## src/common/mcr_pkg.sv

```systemverilog
// Register map, field layout and carrier types of the maintenance-channel bank
package mcr_pkg;
  // Register indices; the byte address is four times the index
  localparam logic [9:0] IDX_OPERATION_MODE = 10'h060;
  localparam logic [9:0] IDX_FILTER = 10'h061;
  localparam logic [9:0] IDX_MSG_RD = 10'h063;
  localparam logic [9:0] IDX_MSG_WR = 10'h065;
  localparam logic [9:0] IDX_RMASK = 10'h067;
  localparam logic [9:0] IDX_WMASK = 10'h068;
  localparam logic [9:0] IDX_M4_RD = 10'h069;
  localparam logic [9:0] IDX_M4_WR = 10'h06a;
  localparam logic [9:0] IDX_SPR_RD = 10'h06b;
  localparam logic [9:0] IDX_SPR_WR = 10'h06c;
  localparam logic [9:0] IDX_CODE_RD = 10'h06d;
  localparam logic [9:0] IDX_CODE_WR = 10'h06e;
  // Reset values
  localparam logic [7:0] RST_OPERATION_MODE = 8'h14;
  localparam logic [7:0] RST_FILTER = 8'h14;
  localparam logic [15:0] RST_MSG_RD = 16'h0fff;
  localparam logic [15:0] RST_MSG_WR = 16'h0100;
  localparam logic [7:0] RST_RMASK = 8'h00;
  localparam logic [7:0] RST_WMASK = 8'ha8;
  localparam logic [7:0] RST_M4 = 8'hbe;
  localparam logic [7:0] RST_SPR_WR = 8'hff;
  localparam logic [3:0] RST_CODE_WR = 4'h0;
  // Operation mode fields and writable bits
  localparam int OPM_UCI = 6;
  localparam int OPM_FAR_END_BLOCK_ERROR = 5;
  localparam int OPM_MLT = 4;
  localparam int OPM_CISEL = 2;
  localparam logic [7:0] OPM_WMSK = 8'h74;
  // Filter fields
  localparam int FLT_EOC_LSB = 0;
  localparam int FLT_M4_LSB = 3;
  localparam int FLT_M4_SM = 5;
  localparam int FLT_SPR = 6;
  // Spare-bit read layout
  localparam int SPR_FAR_END_BLOCK_ERROR = 0;
  localparam int SPR_BITS_LSB = 1;
  localparam int SPR_NEBE = 4;
  localparam int SPR_LOOP_LSB = 5;
  // Message layout
  localparam logic [15:0] MSG_WMSK = 16'h0fff;
  localparam int MSG_DM = 8;
  localparam logic [3:0] CODE_IDLE = 4'hf;
  // Operations-channel handling modes
  typedef enum logic [2:0] {
    EOC_TRANSP = 3'b001,
    EOC_ONCHG = 3'b010,
    EOC_TLL = 3'b011,
    EOC_AUTO = 3'b100
  } mcr_eoc_mode_t;
  // APB request from the master
  typedef struct packed {
    logic psel;
    logic penable;
    logic pwrite;
    logic [11:0] paddr;
    logic [31:0] pwdata;
  } mcr_apb_req_t;
  // Line-side inputs; codes taken every enabled cycle, status bits at reads, the rest at superframe strobes
  typedef struct packed {
    logic sf_strobe;
    logic line_active;
    logic crc_ok;
    logic [7:0] m4;
    logic [2:0] spare;
    logic [11:0] msg;
    logic [3:0] sm_code;
    logic [3:0] bus_code;
    logic [7:0] sm_m4;
    logic far_end_block_error_count;
    logic nebe;
    logic far_end_block_error_rx;
    logic [1:0] loop_state;
  } mcr_rx_t;
  // Line-side outputs, all from flip-flops
  typedef struct packed {
    logic [11:0] msg;
    logic msg_on;
    logic [7:0] m4;
    logic [2:0] spare;
    logic far_end_block_error;
    logic [3:0] bus_code;
    logic [3:0] sm_cmd;
    logic [7:0] sm_m4;
    logic m4_evt;
    logic diag_evt;
    logic [7:0] diag_info;
  } mcr_tx_t;
endpackage

```

## src/logic/mcr_regs.sv

```systemverilog
// Maintenance-channel register bank with APB slave and bit validation
//
// Notes on behaviour
// - Processor code control set: codes via registers, bus code slot idles at 1111.
// - Processor code control clear: codes via serial bus, code still readable.
// - Far-end block error from internal counter, or processor value when enabled.
// - Loop termination enabled only by its bit; state shown in spare read.
// - Indication set select picks standard or simplified indication codes.
// - Spare filter low bit zero copies fourth-bit validation, one means on change.
// - Fourth-bit filter low bits: on change, TRIPLE_LAST_LOOK, CRC, CRC plus TRIPLE_LAST_LOOK.
// - Filter top bit: state machine bits use TRIPLE_LAST_LOOK, or the reporting validation.
// - Operations field: 100 automatic, 001 raw, 010 on change, 011 TRIPLE_LAST_LOOK.
// - Message read register holds latest message passing the chosen filter.
// - Message registers: zero nibble, address, data/message flag, information byte.
// - Written message sent next superframe and repeated until rewrite or deactivation.
// - Eight reserved information codes are diagnostic, not free data.
// - Read mask bit zero lets a fourth-bit change raise the event.
// - Write mask bit one takes transmitted fourth bit from processor value.
// - Loop status 00 normal, 01 insertion loss, 10 quiet, at bits 6:5.
//
// Our own choice: the APB interface to the registers.
`timescale 1ns/10ps
module mcr_regs #(
  parameter logic [63:0] DIAG_CODES = 64'h0807060504030201 // Arbitrary codes
) (
  input wire logic CLOCK_I,
  input wire logic ARST_N_I,
  input wire logic CE_I,
  input wire mcr_pkg::mcr_apb_req_t APB_I,
  output logic [31:0] PRDATA_O,
  output logic PREADY_O,
  output logic PSLVERR_O,
  input wire mcr_pkg::mcr_rx_t RX_I,
  output mcr_pkg::mcr_tx_t TX_O,
  output logic LOOP_TERM_EN_O,
  output logic IND_SET_O
);

  typedef struct packed {
    logic [7:0] opm;
    logic [7:0] flt;
    logic [15:0] msg_rd;
    logic [15:0] msg_wr;
    logic [7:0] rmask;
    logic [7:0] wmask;
    logic [7:0] m4_rd;
    logic [7:0] m4_wr;
    logic [7:0] spr_wr;
    logic [3:0] code_wr;
    logic [3:0] code_rd;
    logic [7:0] m4_h1;
    logic [7:0] m4_h2;
    logic [2:0] sp_h1;
    logic [2:0] sp_h2;
    logic [2:0] sp_val;
    logic [11:0] msg_h1;
    logic [11:0] msg_h2;
    logic [31:0] prdata;
    logic ack;
    logic slverr;
    mcr_pkg::mcr_tx_t tx;
  } mcr_state_t;

  mcr_state_t st_r;
  mcr_state_t st_nxt;
  logic [9:0] idx;
  logic setup;
  logic done;
  logic proc_code_control;
  logic [2:0] eoc_md;
  logic [7:0] m4_keep;
  logic [7:0] m4_val;
  logic [7:0] sm_keep;
  logic [7:0] sp_keep;
  logic [1:0] sp_md;
  logic msg_ok;
  logic is_diag;

  // Bits allowed to load a new value under a validation mode
  function automatic logic [7:0] mcr_keep(input logic [1:0] md,
                                          input logic [7:0] nw,
                                          input logic [7:0] h1,
                                          input logic [7:0] h2,
                                          input logic crc);
    logic [7:0] triple_last_look;
    triple_last_look = ~(nw ^ h1) & ~(h1 ^ h2);
    unique case (md)
      2'b00: mcr_keep = 8'hff;
      2'b01: mcr_keep = triple_last_look;
      2'b10: mcr_keep = {8{crc}};
      2'b11: mcr_keep = triple_last_look & {8{crc}};
    endcase
  endfunction

  // Read multiplexer
  function automatic logic [32:0] mcr_read(input mcr_state_t s,
                                           input mcr_pkg::mcr_rx_t rx,
                                           input logic [9:0] a);
    logic [7:0] spr;
    spr = 8'h00;
    spr[mcr_pkg::SPR_FAR_END_BLOCK_ERROR] = rx.far_end_block_error_rx;
    spr[mcr_pkg::SPR_BITS_LSB +: 3] = s.sp_val;
    spr[mcr_pkg::SPR_NEBE] = rx.nebe;
    spr[mcr_pkg::SPR_LOOP_LSB +: 2] = rx.loop_state;
    mcr_read = {1'b0, 32'h0000_0000};
    unique case (a)
      mcr_pkg::IDX_OPERATION_MODE: mcr_read[7:0] = s.opm;
      mcr_pkg::IDX_FILTER: mcr_read[7:0] = s.flt;
      mcr_pkg::IDX_MSG_RD: mcr_read[15:0] = s.msg_rd;
      mcr_pkg::IDX_MSG_WR: mcr_read[15:0] = 16'h0000;
      mcr_pkg::IDX_RMASK: mcr_read[7:0] = s.rmask;
      mcr_pkg::IDX_WMASK: mcr_read[7:0] = s.wmask;
      mcr_pkg::IDX_M4_RD: mcr_read[7:0] = s.m4_rd;
      mcr_pkg::IDX_M4_WR: mcr_read[7:0] = 8'h00;
      mcr_pkg::IDX_SPR_RD: mcr_read[7:0] = spr;
      mcr_pkg::IDX_SPR_WR: mcr_read[7:0] = 8'h00;
      mcr_pkg::IDX_CODE_RD: mcr_read[3:0] = s.code_rd;
      mcr_pkg::IDX_CODE_WR: mcr_read[7:0] = 8'h00;
      default: mcr_read[32] = 1'b1; // Unmapped: error
    endcase
  endfunction

  // Bus decode helpers
  assign idx = APB_I.paddr[11:2];
  assign setup = APB_I.psel && !APB_I.penable && !st_r.ack;
  assign done = APB_I.psel && APB_I.penable && st_r.ack;
  assign proc_code_control = st_r.opm[mcr_pkg::OPM_UCI];
  assign eoc_md = st_r.flt[mcr_pkg::FLT_EOC_LSB +: 3];

  // Validation masks for the current superframe
  always_comb begin
    m4_keep = mcr_keep(st_r.flt[mcr_pkg::FLT_M4_LSB +: 2], RX_I.m4,
                       st_r.m4_h1, st_r.m4_h2, RX_I.crc_ok);
    m4_val = (m4_keep & RX_I.m4) | (~m4_keep & st_r.m4_rd);
    sm_keep = mcr_keep(2'b01, RX_I.m4, st_r.m4_h1, st_r.m4_h2,
                       RX_I.crc_ok);
    sp_md = st_r.flt[mcr_pkg::FLT_SPR] ? 2'b00
          : st_r.flt[mcr_pkg::FLT_M4_LSB +: 2];
    sp_keep = mcr_keep(sp_md, {5'h00, RX_I.spare}, {5'h00, st_r.sp_h1},
                       {5'h00, st_r.sp_h2}, RX_I.crc_ok);
  end

  // Operations message acceptance
  always_comb begin
    unique case (eoc_md)
      mcr_pkg::EOC_TRANSP: msg_ok = 1'b1;
      mcr_pkg::EOC_ONCHG: msg_ok = RX_I.msg != st_r.msg_rd[11:0];
      mcr_pkg::EOC_TLL,
      mcr_pkg::EOC_AUTO: msg_ok = (RX_I.msg == st_r.msg_h1)
                                 && (st_r.msg_h1 == st_r.msg_h2);
      default: msg_ok = 1'b0;
    endcase
    is_diag = 1'b0;
    for (int i = 0; i < 8; i++) begin
      if (RX_I.msg[7:0] == DIAG_CODES[8*i +: 8]) begin
        is_diag = 1'b1;
      end
    end
  end

  // Next-state logic
  always_comb begin
    logic [32:0] rd;
    rd = mcr_read(st_r, RX_I, idx);
    st_nxt = st_r;
    if (CE_I) begin
      // Event pulses last one enabled cycle; a frozen block keeps them
      st_nxt.tx.m4_evt = 1'b0;
      st_nxt.tx.diag_evt = 1'b0;
      // Code exchange path
      st_nxt.code_rd = RX_I.sm_code;
      st_nxt.tx.bus_code = proc_code_control ? mcr_pkg::CODE_IDLE : RX_I.sm_code;
      st_nxt.tx.sm_cmd = proc_code_control ? st_r.code_wr : RX_I.bus_code;
      // APB setup: capture read data and error
      if (setup) begin
        st_nxt.ack = 1'b1;
        st_nxt.prdata = rd[31:0];
        st_nxt.slverr = rd[32];
      end
      // APB access end: write takes effect
      if (done) begin
        st_nxt.ack = 1'b0;
        if (APB_I.pwrite && !st_r.slverr) begin
          unique case (idx)
            mcr_pkg::IDX_OPERATION_MODE:
              st_nxt.opm = APB_I.pwdata[7:0] & mcr_pkg::OPM_WMSK;
            mcr_pkg::IDX_FILTER: st_nxt.flt = APB_I.pwdata[7:0];
            mcr_pkg::IDX_MSG_WR:
              st_nxt.msg_wr = APB_I.pwdata[15:0] & mcr_pkg::MSG_WMSK;
            mcr_pkg::IDX_RMASK: st_nxt.rmask = APB_I.pwdata[7:0];
            mcr_pkg::IDX_WMASK: st_nxt.wmask = APB_I.pwdata[7:0];
            mcr_pkg::IDX_M4_WR: st_nxt.m4_wr = APB_I.pwdata[7:0];
            mcr_pkg::IDX_SPR_WR: st_nxt.spr_wr = APB_I.pwdata[7:0];
            mcr_pkg::IDX_CODE_WR: st_nxt.code_wr = APB_I.pwdata[3:0];
            default: st_nxt.opm = st_r.opm;
          endcase
        end
      end
      // Superframe processing: settings apply from here on
      if (RX_I.sf_strobe) begin
        st_nxt.tx.msg = st_r.msg_wr[11:0];
        st_nxt.tx.msg_on = RX_I.line_active;
        st_nxt.tx.m4 = (st_r.wmask & st_r.m4_wr)
                     | (~st_r.wmask & RX_I.sm_m4);
        st_nxt.tx.spare = st_r.spr_wr[mcr_pkg::SPR_BITS_LSB +: 3];
        st_nxt.tx.far_end_block_error = st_r.opm[mcr_pkg::OPM_FAR_END_BLOCK_ERROR]
                       ? st_r.spr_wr[mcr_pkg::SPR_FAR_END_BLOCK_ERROR] : RX_I.far_end_block_error_count;
        // Fourth maintenance bits
        st_nxt.m4_rd = m4_val;
        st_nxt.tx.m4_evt = |((m4_val ^ st_r.m4_rd) & ~st_r.rmask);
        st_nxt.tx.sm_m4 = st_r.flt[mcr_pkg::FLT_M4_SM] ? m4_val
                        : (sm_keep & RX_I.m4) | (~sm_keep & st_r.tx.sm_m4);
        st_nxt.m4_h2 = st_r.m4_h1;
        st_nxt.m4_h1 = RX_I.m4;
        // Spare bits
        st_nxt.sp_val = (sp_keep[2:0] & RX_I.spare)
                      | (~sp_keep[2:0] & st_r.sp_val);
        st_nxt.sp_h2 = st_r.sp_h1;
        st_nxt.sp_h1 = RX_I.spare;
        // Operations messages
        st_nxt.msg_h2 = st_r.msg_h1;
        st_nxt.msg_h1 = RX_I.msg;
        if (msg_ok) begin
          st_nxt.msg_rd = {4'h0, RX_I.msg};
          if (eoc_md == mcr_pkg::EOC_AUTO && RX_I.msg[mcr_pkg::MSG_DM] && is_diag) begin
            st_nxt.tx.diag_evt = 1'b1;
            st_nxt.tx.diag_info = RX_I.msg[7:0];
          end
        end
      end
    end
  end

  // State register with reset to documented values
  always_ff @(posedge CLOCK_I or negedge ARST_N_I) begin
    if (!ARST_N_I) begin
      st_r <= '0;
      st_r.opm <= mcr_pkg::RST_OPERATION_MODE;
      st_r.flt <= mcr_pkg::RST_FILTER;
      st_r.msg_rd <= mcr_pkg::RST_MSG_RD;
      st_r.msg_wr <= mcr_pkg::RST_MSG_WR;
      st_r.rmask <= mcr_pkg::RST_RMASK;
      st_r.wmask <= mcr_pkg::RST_WMASK;
      st_r.m4_rd <= mcr_pkg::RST_M4;
      st_r.m4_wr <= mcr_pkg::RST_M4;
      st_r.spr_wr <= mcr_pkg::RST_SPR_WR;
      st_r.code_wr <= mcr_pkg::RST_CODE_WR;
      st_r.sp_val <= mcr_pkg::RST_SPR_WR[3:1];
      st_r.tx.sm_m4 <= mcr_pkg::RST_M4;
      st_r.tx.m4 <= mcr_pkg::RST_M4;
      st_r.tx.bus_code <= mcr_pkg::CODE_IDLE;
      st_r.msg_h1 <= mcr_pkg::RST_MSG_RD[11:0];
      st_r.msg_h2 <= mcr_pkg::RST_MSG_RD[11:0];
    end else begin
      st_r <= st_nxt;
    end
  end

  // Outputs
  assign PRDATA_O = st_r.prdata;
  assign PREADY_O = st_r.ack && CE_I;
  assign PSLVERR_O = st_r.ack && CE_I && st_r.slverr;
  assign TX_O = st_r.tx;
  assign LOOP_TERM_EN_O = st_r.opm[mcr_pkg::OPM_MLT];
  assign IND_SET_O = st_r.opm[mcr_pkg::OPM_CISEL];

  // Checks
  a_idle_code_slot:
  assert property (@(posedge CLOCK_I) disable iff (!ARST_N_I)
    CE_I && proc_code_control |=> TX_O.bus_code == mcr_pkg::CODE_IDLE)
  else $error("code slot not idle under processor control");

  // The edge that leaves reset still loads reset values, hence the guard
  a_bus_code_pass:
  assert property (@(posedge CLOCK_I) disable iff (!ARST_N_I)
    $past(ARST_N_I) && CE_I && !proc_code_control |=> TX_O.bus_code == $past(RX_I.sm_code)
                     && TX_O.sm_cmd == $past(RX_I.bus_code))
  else $error("codes not passed over serial bus");

  a_far_end_block_error_source:
  assert property (@(posedge CLOCK_I) disable iff (!ARST_N_I)
    CE_I && RX_I.sf_strobe |=> TX_O.far_end_block_error == ($past(st_r.opm[mcr_pkg::OPM_FAR_END_BLOCK_ERROR])
      ? $past(st_r.spr_wr[mcr_pkg::SPR_FAR_END_BLOCK_ERROR]) : $past(RX_I.far_end_block_error_count)))
  else $error("block error bit from wrong source");

  a_loop_enable_write:
  assert property (@(posedge CLOCK_I) disable iff (!ARST_N_I)
    CE_I && done && APB_I.pwrite && idx == mcr_pkg::IDX_OPERATION_MODE
    |=> LOOP_TERM_EN_O == $past(APB_I.pwdata[mcr_pkg::OPM_MLT])
        && IND_SET_O == $past(APB_I.pwdata[mcr_pkg::OPM_CISEL]))
  else $error("mode write not applied");

  a_loop_status_read:
  assert property (@(posedge CLOCK_I) disable iff (!ARST_N_I)
    CE_I && setup && idx == mcr_pkg::IDX_SPR_RD
    |=> PRDATA_O[6:5] == $past(RX_I.loop_state) && PRDATA_O[7] == 1'b0)
  else $error("loop status misplaced");

  a_msg_repeat:
  assert property (@(posedge CLOCK_I) disable iff (!ARST_N_I)
    CE_I && RX_I.sf_strobe |=> TX_O.msg == $past(st_r.msg_wr[11:0])
                               && TX_O.msg_on == $past(RX_I.line_active))
  else $error("message not sent each superframe");

  a_tx_fourth_mask:
  assert property (@(posedge CLOCK_I) disable iff (!ARST_N_I)
    CE_I && RX_I.sf_strobe
    |=> TX_O.m4 == (($past(st_r.wmask) & $past(st_r.m4_wr))
                    | (~$past(st_r.wmask) & $past(RX_I.sm_m4))))
  else $error("fourth bit source wrong");

  a_fourth_event:
  assert property (@(posedge CLOCK_I) disable iff (!ARST_N_I)
    CE_I && RX_I.sf_strobe && ((m4_val ^ st_r.m4_rd) & ~st_r.rmask) != 8'h00
    |=> TX_O.m4_evt ##1 (!TX_O.m4_evt || $past(RX_I.sf_strobe) || !$past(CE_I)))
  else $error("unmasked change gave no single event");

  a_transp_accept:
  assert property (@(posedge CLOCK_I) disable iff (!ARST_N_I)
    CE_I && RX_I.sf_strobe && eoc_md == mcr_pkg::EOC_TRANSP
    |=> st_r.msg_rd == {4'h0, $past(RX_I.msg)})
  else $error("transparent message not taken");

  a_apb_ready:
  assert property (@(posedge CLOCK_I) disable iff (!ARST_N_I)
    CE_I && setup ##1 CE_I && APB_I.psel && APB_I.penable |-> PREADY_O)
  else $error("no zero-wait answer");

  a_ready_single:
  assert property (@(posedge CLOCK_I) disable iff (!ARST_N_I)
    PREADY_O |=> !PREADY_O)
  else $error("ready held past one access cycle");

  a_mode_write_mask:
  assert property (@(posedge CLOCK_I) disable iff (!ARST_N_I)
    CE_I && done && APB_I.pwrite && idx == mcr_pkg::IDX_OPERATION_MODE
    |=> st_r.opm == ($past(APB_I.pwdata[7:0]) & mcr_pkg::OPM_WMSK))
  else $error("mode register write lost");

  a_msg_write_mask:
  assert property (@(posedge CLOCK_I) disable iff (!ARST_N_I)
    CE_I && done && APB_I.pwrite && idx == mcr_pkg::IDX_MSG_WR
    |=> st_r.msg_wr == {4'h0, $past(APB_I.pwdata[11:0])})
  else $error("message write layout wrong");

  a_mask_readback:
  assert property (@(posedge CLOCK_I) disable iff (!ARST_N_I)
    CE_I && done && APB_I.pwrite && idx == mcr_pkg::IDX_WMASK
    |=> st_r.wmask == $past(APB_I.pwdata[7:0]))
  else $error("write mask not stored");

  a_code_read_live:
  assert property (@(posedge CLOCK_I) disable iff (!ARST_N_I)
    CE_I && $past(CE_I) && setup && idx == mcr_pkg::IDX_CODE_RD
    |=> PRDATA_O[3:0] == $past(RX_I.sm_code, 2))
  else $error("code read not the state machine code");

  a_spare_on_change:
  assert property (@(posedge CLOCK_I) disable iff (!ARST_N_I)
    CE_I && RX_I.sf_strobe && st_r.flt[mcr_pkg::FLT_SPR]
    |=> st_r.sp_val == $past(RX_I.spare))
  else $error("spare bits not taken on change");

  a_sm_bits_tll:
  assert property (@(posedge CLOCK_I) disable iff (!ARST_N_I)
    CE_I && RX_I.sf_strobe && !st_r.flt[mcr_pkg::FLT_M4_SM]
      && RX_I.m4 == st_r.m4_h1 && st_r.m4_h1 == st_r.m4_h2
    |=> TX_O.sm_m4 == $past(RX_I.m4))
  else $error("state machine bits miss three-look value");

  a_diag_auto_only:
  assert property (@(posedge CLOCK_I) disable iff (!ARST_N_I)
    TX_O.diag_evt && $past(CE_I)
    |-> $past(eoc_md) == mcr_pkg::EOC_AUTO && $past(RX_I.msg[mcr_pkg::MSG_DM])
        && TX_O.diag_info == $past(RX_I.msg[7:0]))
  else $error("diagnostic event outside automatic message");

  a_m4_on_change:
  assert property (@(posedge CLOCK_I) disable iff (!ARST_N_I)
    CE_I && RX_I.sf_strobe && st_r.flt[mcr_pkg::FLT_M4_LSB +: 2] == 2'b00
    |=> st_r.m4_rd == $past(RX_I.m4))
  else $error("fourth bits not taken on change");

  a_m4_crc_hold:
  assert property (@(posedge CLOCK_I) disable iff (!ARST_N_I)
    CE_I && RX_I.sf_strobe && st_r.flt[mcr_pkg::FLT_M4_LSB +: 2] == 2'b10 && !RX_I.crc_ok
    |=> st_r.m4_rd == $past(st_r.m4_rd))
  else $error("fourth bits taken despite bad check");

  a_tll_msg_hold:
  assert property (@(posedge CLOCK_I) disable iff (!ARST_N_I)
    CE_I && RX_I.sf_strobe && eoc_md == mcr_pkg::EOC_TLL && RX_I.msg != st_r.msg_h1
    |=> st_r.msg_rd == $past(st_r.msg_rd))
  else $error("unconfirmed message accepted");

endmodule

```

## config.mk

```make
export PLATFORM = sky130hd
export DESIGN_NAME = mcr_regs
export DESIGN_NICKNAME = d
export VERILOG_FILES = /design/src/common/mcr_pkg.sv /design/src/logic/mcr_regs.sv
export SDC_FILE = /design/constraint.sdc
export NUM_CORES = 1
export LEC_CHECK = 0
export BUFFER_PORTS_ARGS = -buffer_cell sky130_fd_sc_hd__buf_2
export CAP_MARGIN = 5
export CORE_AREA = 2 2 199 201
export CTS_CLUSTER_SIZE = 20
export DETAILED_ROUTE_END_ITERATION = 12
export DIE_AREA = 0 0 201 203
export PLACE_DENSITY = 0.54
export SLEW_MARGIN = 5
export SYNTH_ARGS = -nofsm -noshare
export SYNTH_HDL_FRONTEND = slang
export SYNTH_SLANG_ARGS = --single-unit
```

## constraint.sdc

```tcl
create_clock -name CLOCK_I -period 1.85 [get_ports CLOCK_I]
set_input_delay 0.0925 -clock CLOCK_I [delete_from_list [all_inputs] [get_ports CLOCK_I]]
set_output_delay 0.0925 -clock CLOCK_I [all_outputs]
set_load 0.1 [all_outputs]
```

==> results.sh <==
export IMPL_status="complete, but fails checks"
export IMPL_violations="setup timing"
export IMPL_htreeDepth=4
export IMPL_crit_type="reg2reg"
export IMPL_root_buffer="clkbuf_16"
export IMPL_drcViolationCount=0
export IMPL_holdCritPathClass="in2reg"
export IMPL_antenna_found_initial=2
export IMPL_worstPathMaxFanout=5
export IMPL_ir_drop_mv=0.634
export IMPL_die_area_mm2=0.0408
export IMPL_whs_ns=0.0366
export IMPL_grt_pass1_wl_mm=49.5
export IMPL_gp_congestion=0.843
export IMPL_initialDrtViolationCount=762
export IMPL_relSlewSlack=0.484
export IMPL_hold_viol=0
export IMPL_mostFrequentLayoutCells="184 x nand2_1, 141 x buf_2, 115 x dfrtp_1"
export IMPL_tightest_slew_ns=0.774
export IMPL_place_hpwl_mm=22.8
export IMPL_reg2reg_depth=6
export IMPL_synthAdderAreaFrac=0
export IMPL_ioPinCount=184
export IMPL_cts_made_buffers=17
export IMPL_drive_gt1_frac=0.363
export IMPL_synth_largest_area_cell="dfrtp_1"
export IMPL_syn_area_mm2=0.0103
export IMPL_clockBufferDepth=2
export IMPL_layout_nets=1336
export IMPL_netlist_instances=1055
export IMPL_drtPass1Iterations=5
export IMPL_die_w_um=201
export IMPL_syn_avg_cell_area_um2=9.75
export IMPL_worst_path_buf_inv=1
export IMPL_die_height_um=203
export IMPL_ys_seq_area_frac=0.482
export IMPL_synth_top_family_by_area="simple AND/OR/NAND/NOR gates"
export IMPL_design_area_mm2=0.0130
export IMPL_synth_area_leaders="dfrtp_1 28%, dfstp_2 20%, nand2_1 6.8%"
export IMPL_clock_skew_final_ns=0.0118
export IMPL_synth_top_area_share=0.280
export IMPL_initial_core_util=0.267
export IMPL_ant_nets=0
export IMPL_min_path_cells=2
export IMPL_wl_per_cell_um=18.0
export IMPL_dr_total_vias=8556
export IMPL_crit_required_ns=2.20
export IMPL_port_buffers=141
export IMPL_grt_setup_unrepaired="yes"
export IMPL_first_global_vias=8458
export IMPL_cts_sinks=194
export IMPL_slowest_delay_ns=0.37
export IMPL_track_usage=0.157
export IMPL_setup_ws_ns=-0.110
export IMPL_synthToLayoutAreaGrowth_pct=26.7
export IMPL_setup_viol=19
export IMPL_grt_max_degree=52
export IMPL_grt_overflow=0
export IMPL_r2r_slack_ns=-0.11
export IMPL_total_power_mw=11.4
export IMPL_placed_cell_area_mm2=0.0117
export IMPL_async_reset_ff_frac=1.00
export IMPL_drt_total_wl_mm=31.9
export IMPL_routed_via_density=4.83
export IMPL_power_density_mw_per_mm2=871
export IMPL_fin_crit_sh=1.06
export IMPL_ys_seq_elements=194
export IMPL_min_period_ns=1.96
export IMPL_synthMuxAreaShare=0.0854
export IMPL_seqCellArea_mm2=0.00495
export IMPL_core_mm2=0.0385
export IMPL_ys_flop_type="dfrtp_1"
export IMPL_yosys_warnings=0
export IMPL_cp_arrival_ns=2.31
export IMPL_critPathLaunchType="flop"
export IMPL_cp_slowest_cell="dfstp_2"
export IMPL_ys_types=72
export IMPL_tritoncts="yes"
export IMPL_synth_xor_area_share=0.0179
export IMPL_synth_edf_count=0
export IMPL_fmax_mhz=510
export IMPL_crit_chain="or3_1 -> a222oi_1 -> buf_4 -> and3_4 -> a22oi_2 -> o21a_1"
export IMPL_clkLatencyLatePin_ns=0.46
export IMPL_synth_simple_area_share=0.182
export IMPL_cp_top_family="compound AO/OA/AOI/OAI gates"
export IMPL_maxCapViolCount=0
export IMPL_drv_slew=0
export IMPL_rows=72
export IMPL_multi_input_area_mm2=0.00471
export IMPL_path_depth=6
export IMPL_leakagePower_nw=5.87
export IMPL_cp_end_kind="flop"
export IMPL_final_common_cell="nand2_1"
export IMPL_clkSlewWorstSetupHoldPaths_ns=0.08
export IMPL_n_fill_cell=3957
export IMPL_dp_slack_ns=-0.132
export IMPL_synth_compound_area_frac=0.148
kinds of logic (layout without fill, tap and decap cells):
logic type	after synthesis	in the layout
buffers and inverters	146	323
DFF	194	194
xor gates and xnor gates	21	21
AOI/OAI and AO/OA	223	224
other	1	22
and+or+nand+nor	390	390
muxes	80	80
state kept, by name, summed over array words and instances, names as in the netlist, named ones only:
register and flops:
TX_O 43, PRDATA_O 12, eoc_md 3, st_r 122, proc_code_control 1, IND_SET_O 1
LOOP_TERM_EN_O 1
layout make-up:
type	count	share of cell area
Multi-Input combinational cell	735	0.361
Antenna cell	2	0.000384
Timing Repair Buffer	280	0.156
Inverter	11	0.00317
Tap cell	518	0.0497
Sequential cell	194	0.380
Clock inverter	12	0.0145
Clock buffer	20	0.0350
power breakdown:
part | total, mW | internal, mW | switching [mW]
clock | 4.14 | 2.37 | 1.77
sequential | 4.91 | 4.64 | 0.269
combinational | 2.31 | 0.655 | 1.65
worst paths after layout:
kind / end / from
worst max-delay path: TX_O[5] / st_r[93]
min in group asynchronous: TX_O[47] / ARST_N_I
worst max register to register: TX_O[5] / st_r[93]
worst min-delay path: st_r[170] / APB_I[4]
worst min register to register: TX_O[49] / st_r[192]
max in group asynchronous: st_r[93] / ARST_N_I
metal layers:
layer,vias up,part of all wire,track usage
li1,4060,-,-
met1,4235,0.46,0.207
met2,225,0.47,0.253
met3,36,0.051,0.0374
met4,0,0.019,0.0500
met5,-,0,0
Yosys cell counts, types with 3 or more instances:
cell type and count:
a222oi_1 4, nor4_1 5, o21ai_0 52, nand3_1 46, nand4_1 3, and3_1 24, mux2i_1 18, clkbuf_1 35
nor3_1 15, o21a_1 4, or3_1 14, inv_1 11, a22oi_1 8, a21oi_1 29, o22ai_1 5, a31oi_1 31
buf_4 86, a32oi_1 14, a21o_1 12, a2111oi_0 7, xor2_1 13, o31ai_1 4, dfrtp_1 115, nand2_1 185
buf_1 10, and2_1 3, dfstp_2 79, nor2_1 58, nand2_2 3, xnor2_1 8, o32a_1 3, mux2_2 61
nand2b_1 8, buf_2 4, a22o_1 7, a221oi_1 5, o21ai_1 5, o221ai_1 13, a211o_1 8
repair_timing:
action / CTS / global route
buffers inserted: 5 / 1
cloned: 2 / 1
endpoints found under the setup margin: 22 / 30
endpoints found under the hold margin: 102 / 0
hold buffers: 38 / 0
gates resized for setup: 26 / 15
pin swaps: 19 / 8
worst reg2reg max path: cells and delay by family (launching register included):
kind                   cells  cell delay (ns)
flip-flops                 1             0.37
AND/OR/NAND/NOR            2             0.58
buffers and inverters      1             0.20
AO/OA/AOI/OAI              3             0.71
metrics by stage:
step / cells / util / setup TNS, ns
4_1_cts: 1769 / 0.337 / -1.17
3_3_place_gp: 1692 / 0.305 / -1.47
2_1_floorplan: 1074 / - / 0
3_5_place_dp: 1692 / 0.305 / -2.01
5_1_grt: 1772 / 0.339 / -2.73
6_report: 1772 / 0.339 / -0.933
No activity file was read; power rests on OpenSTA's default activity.
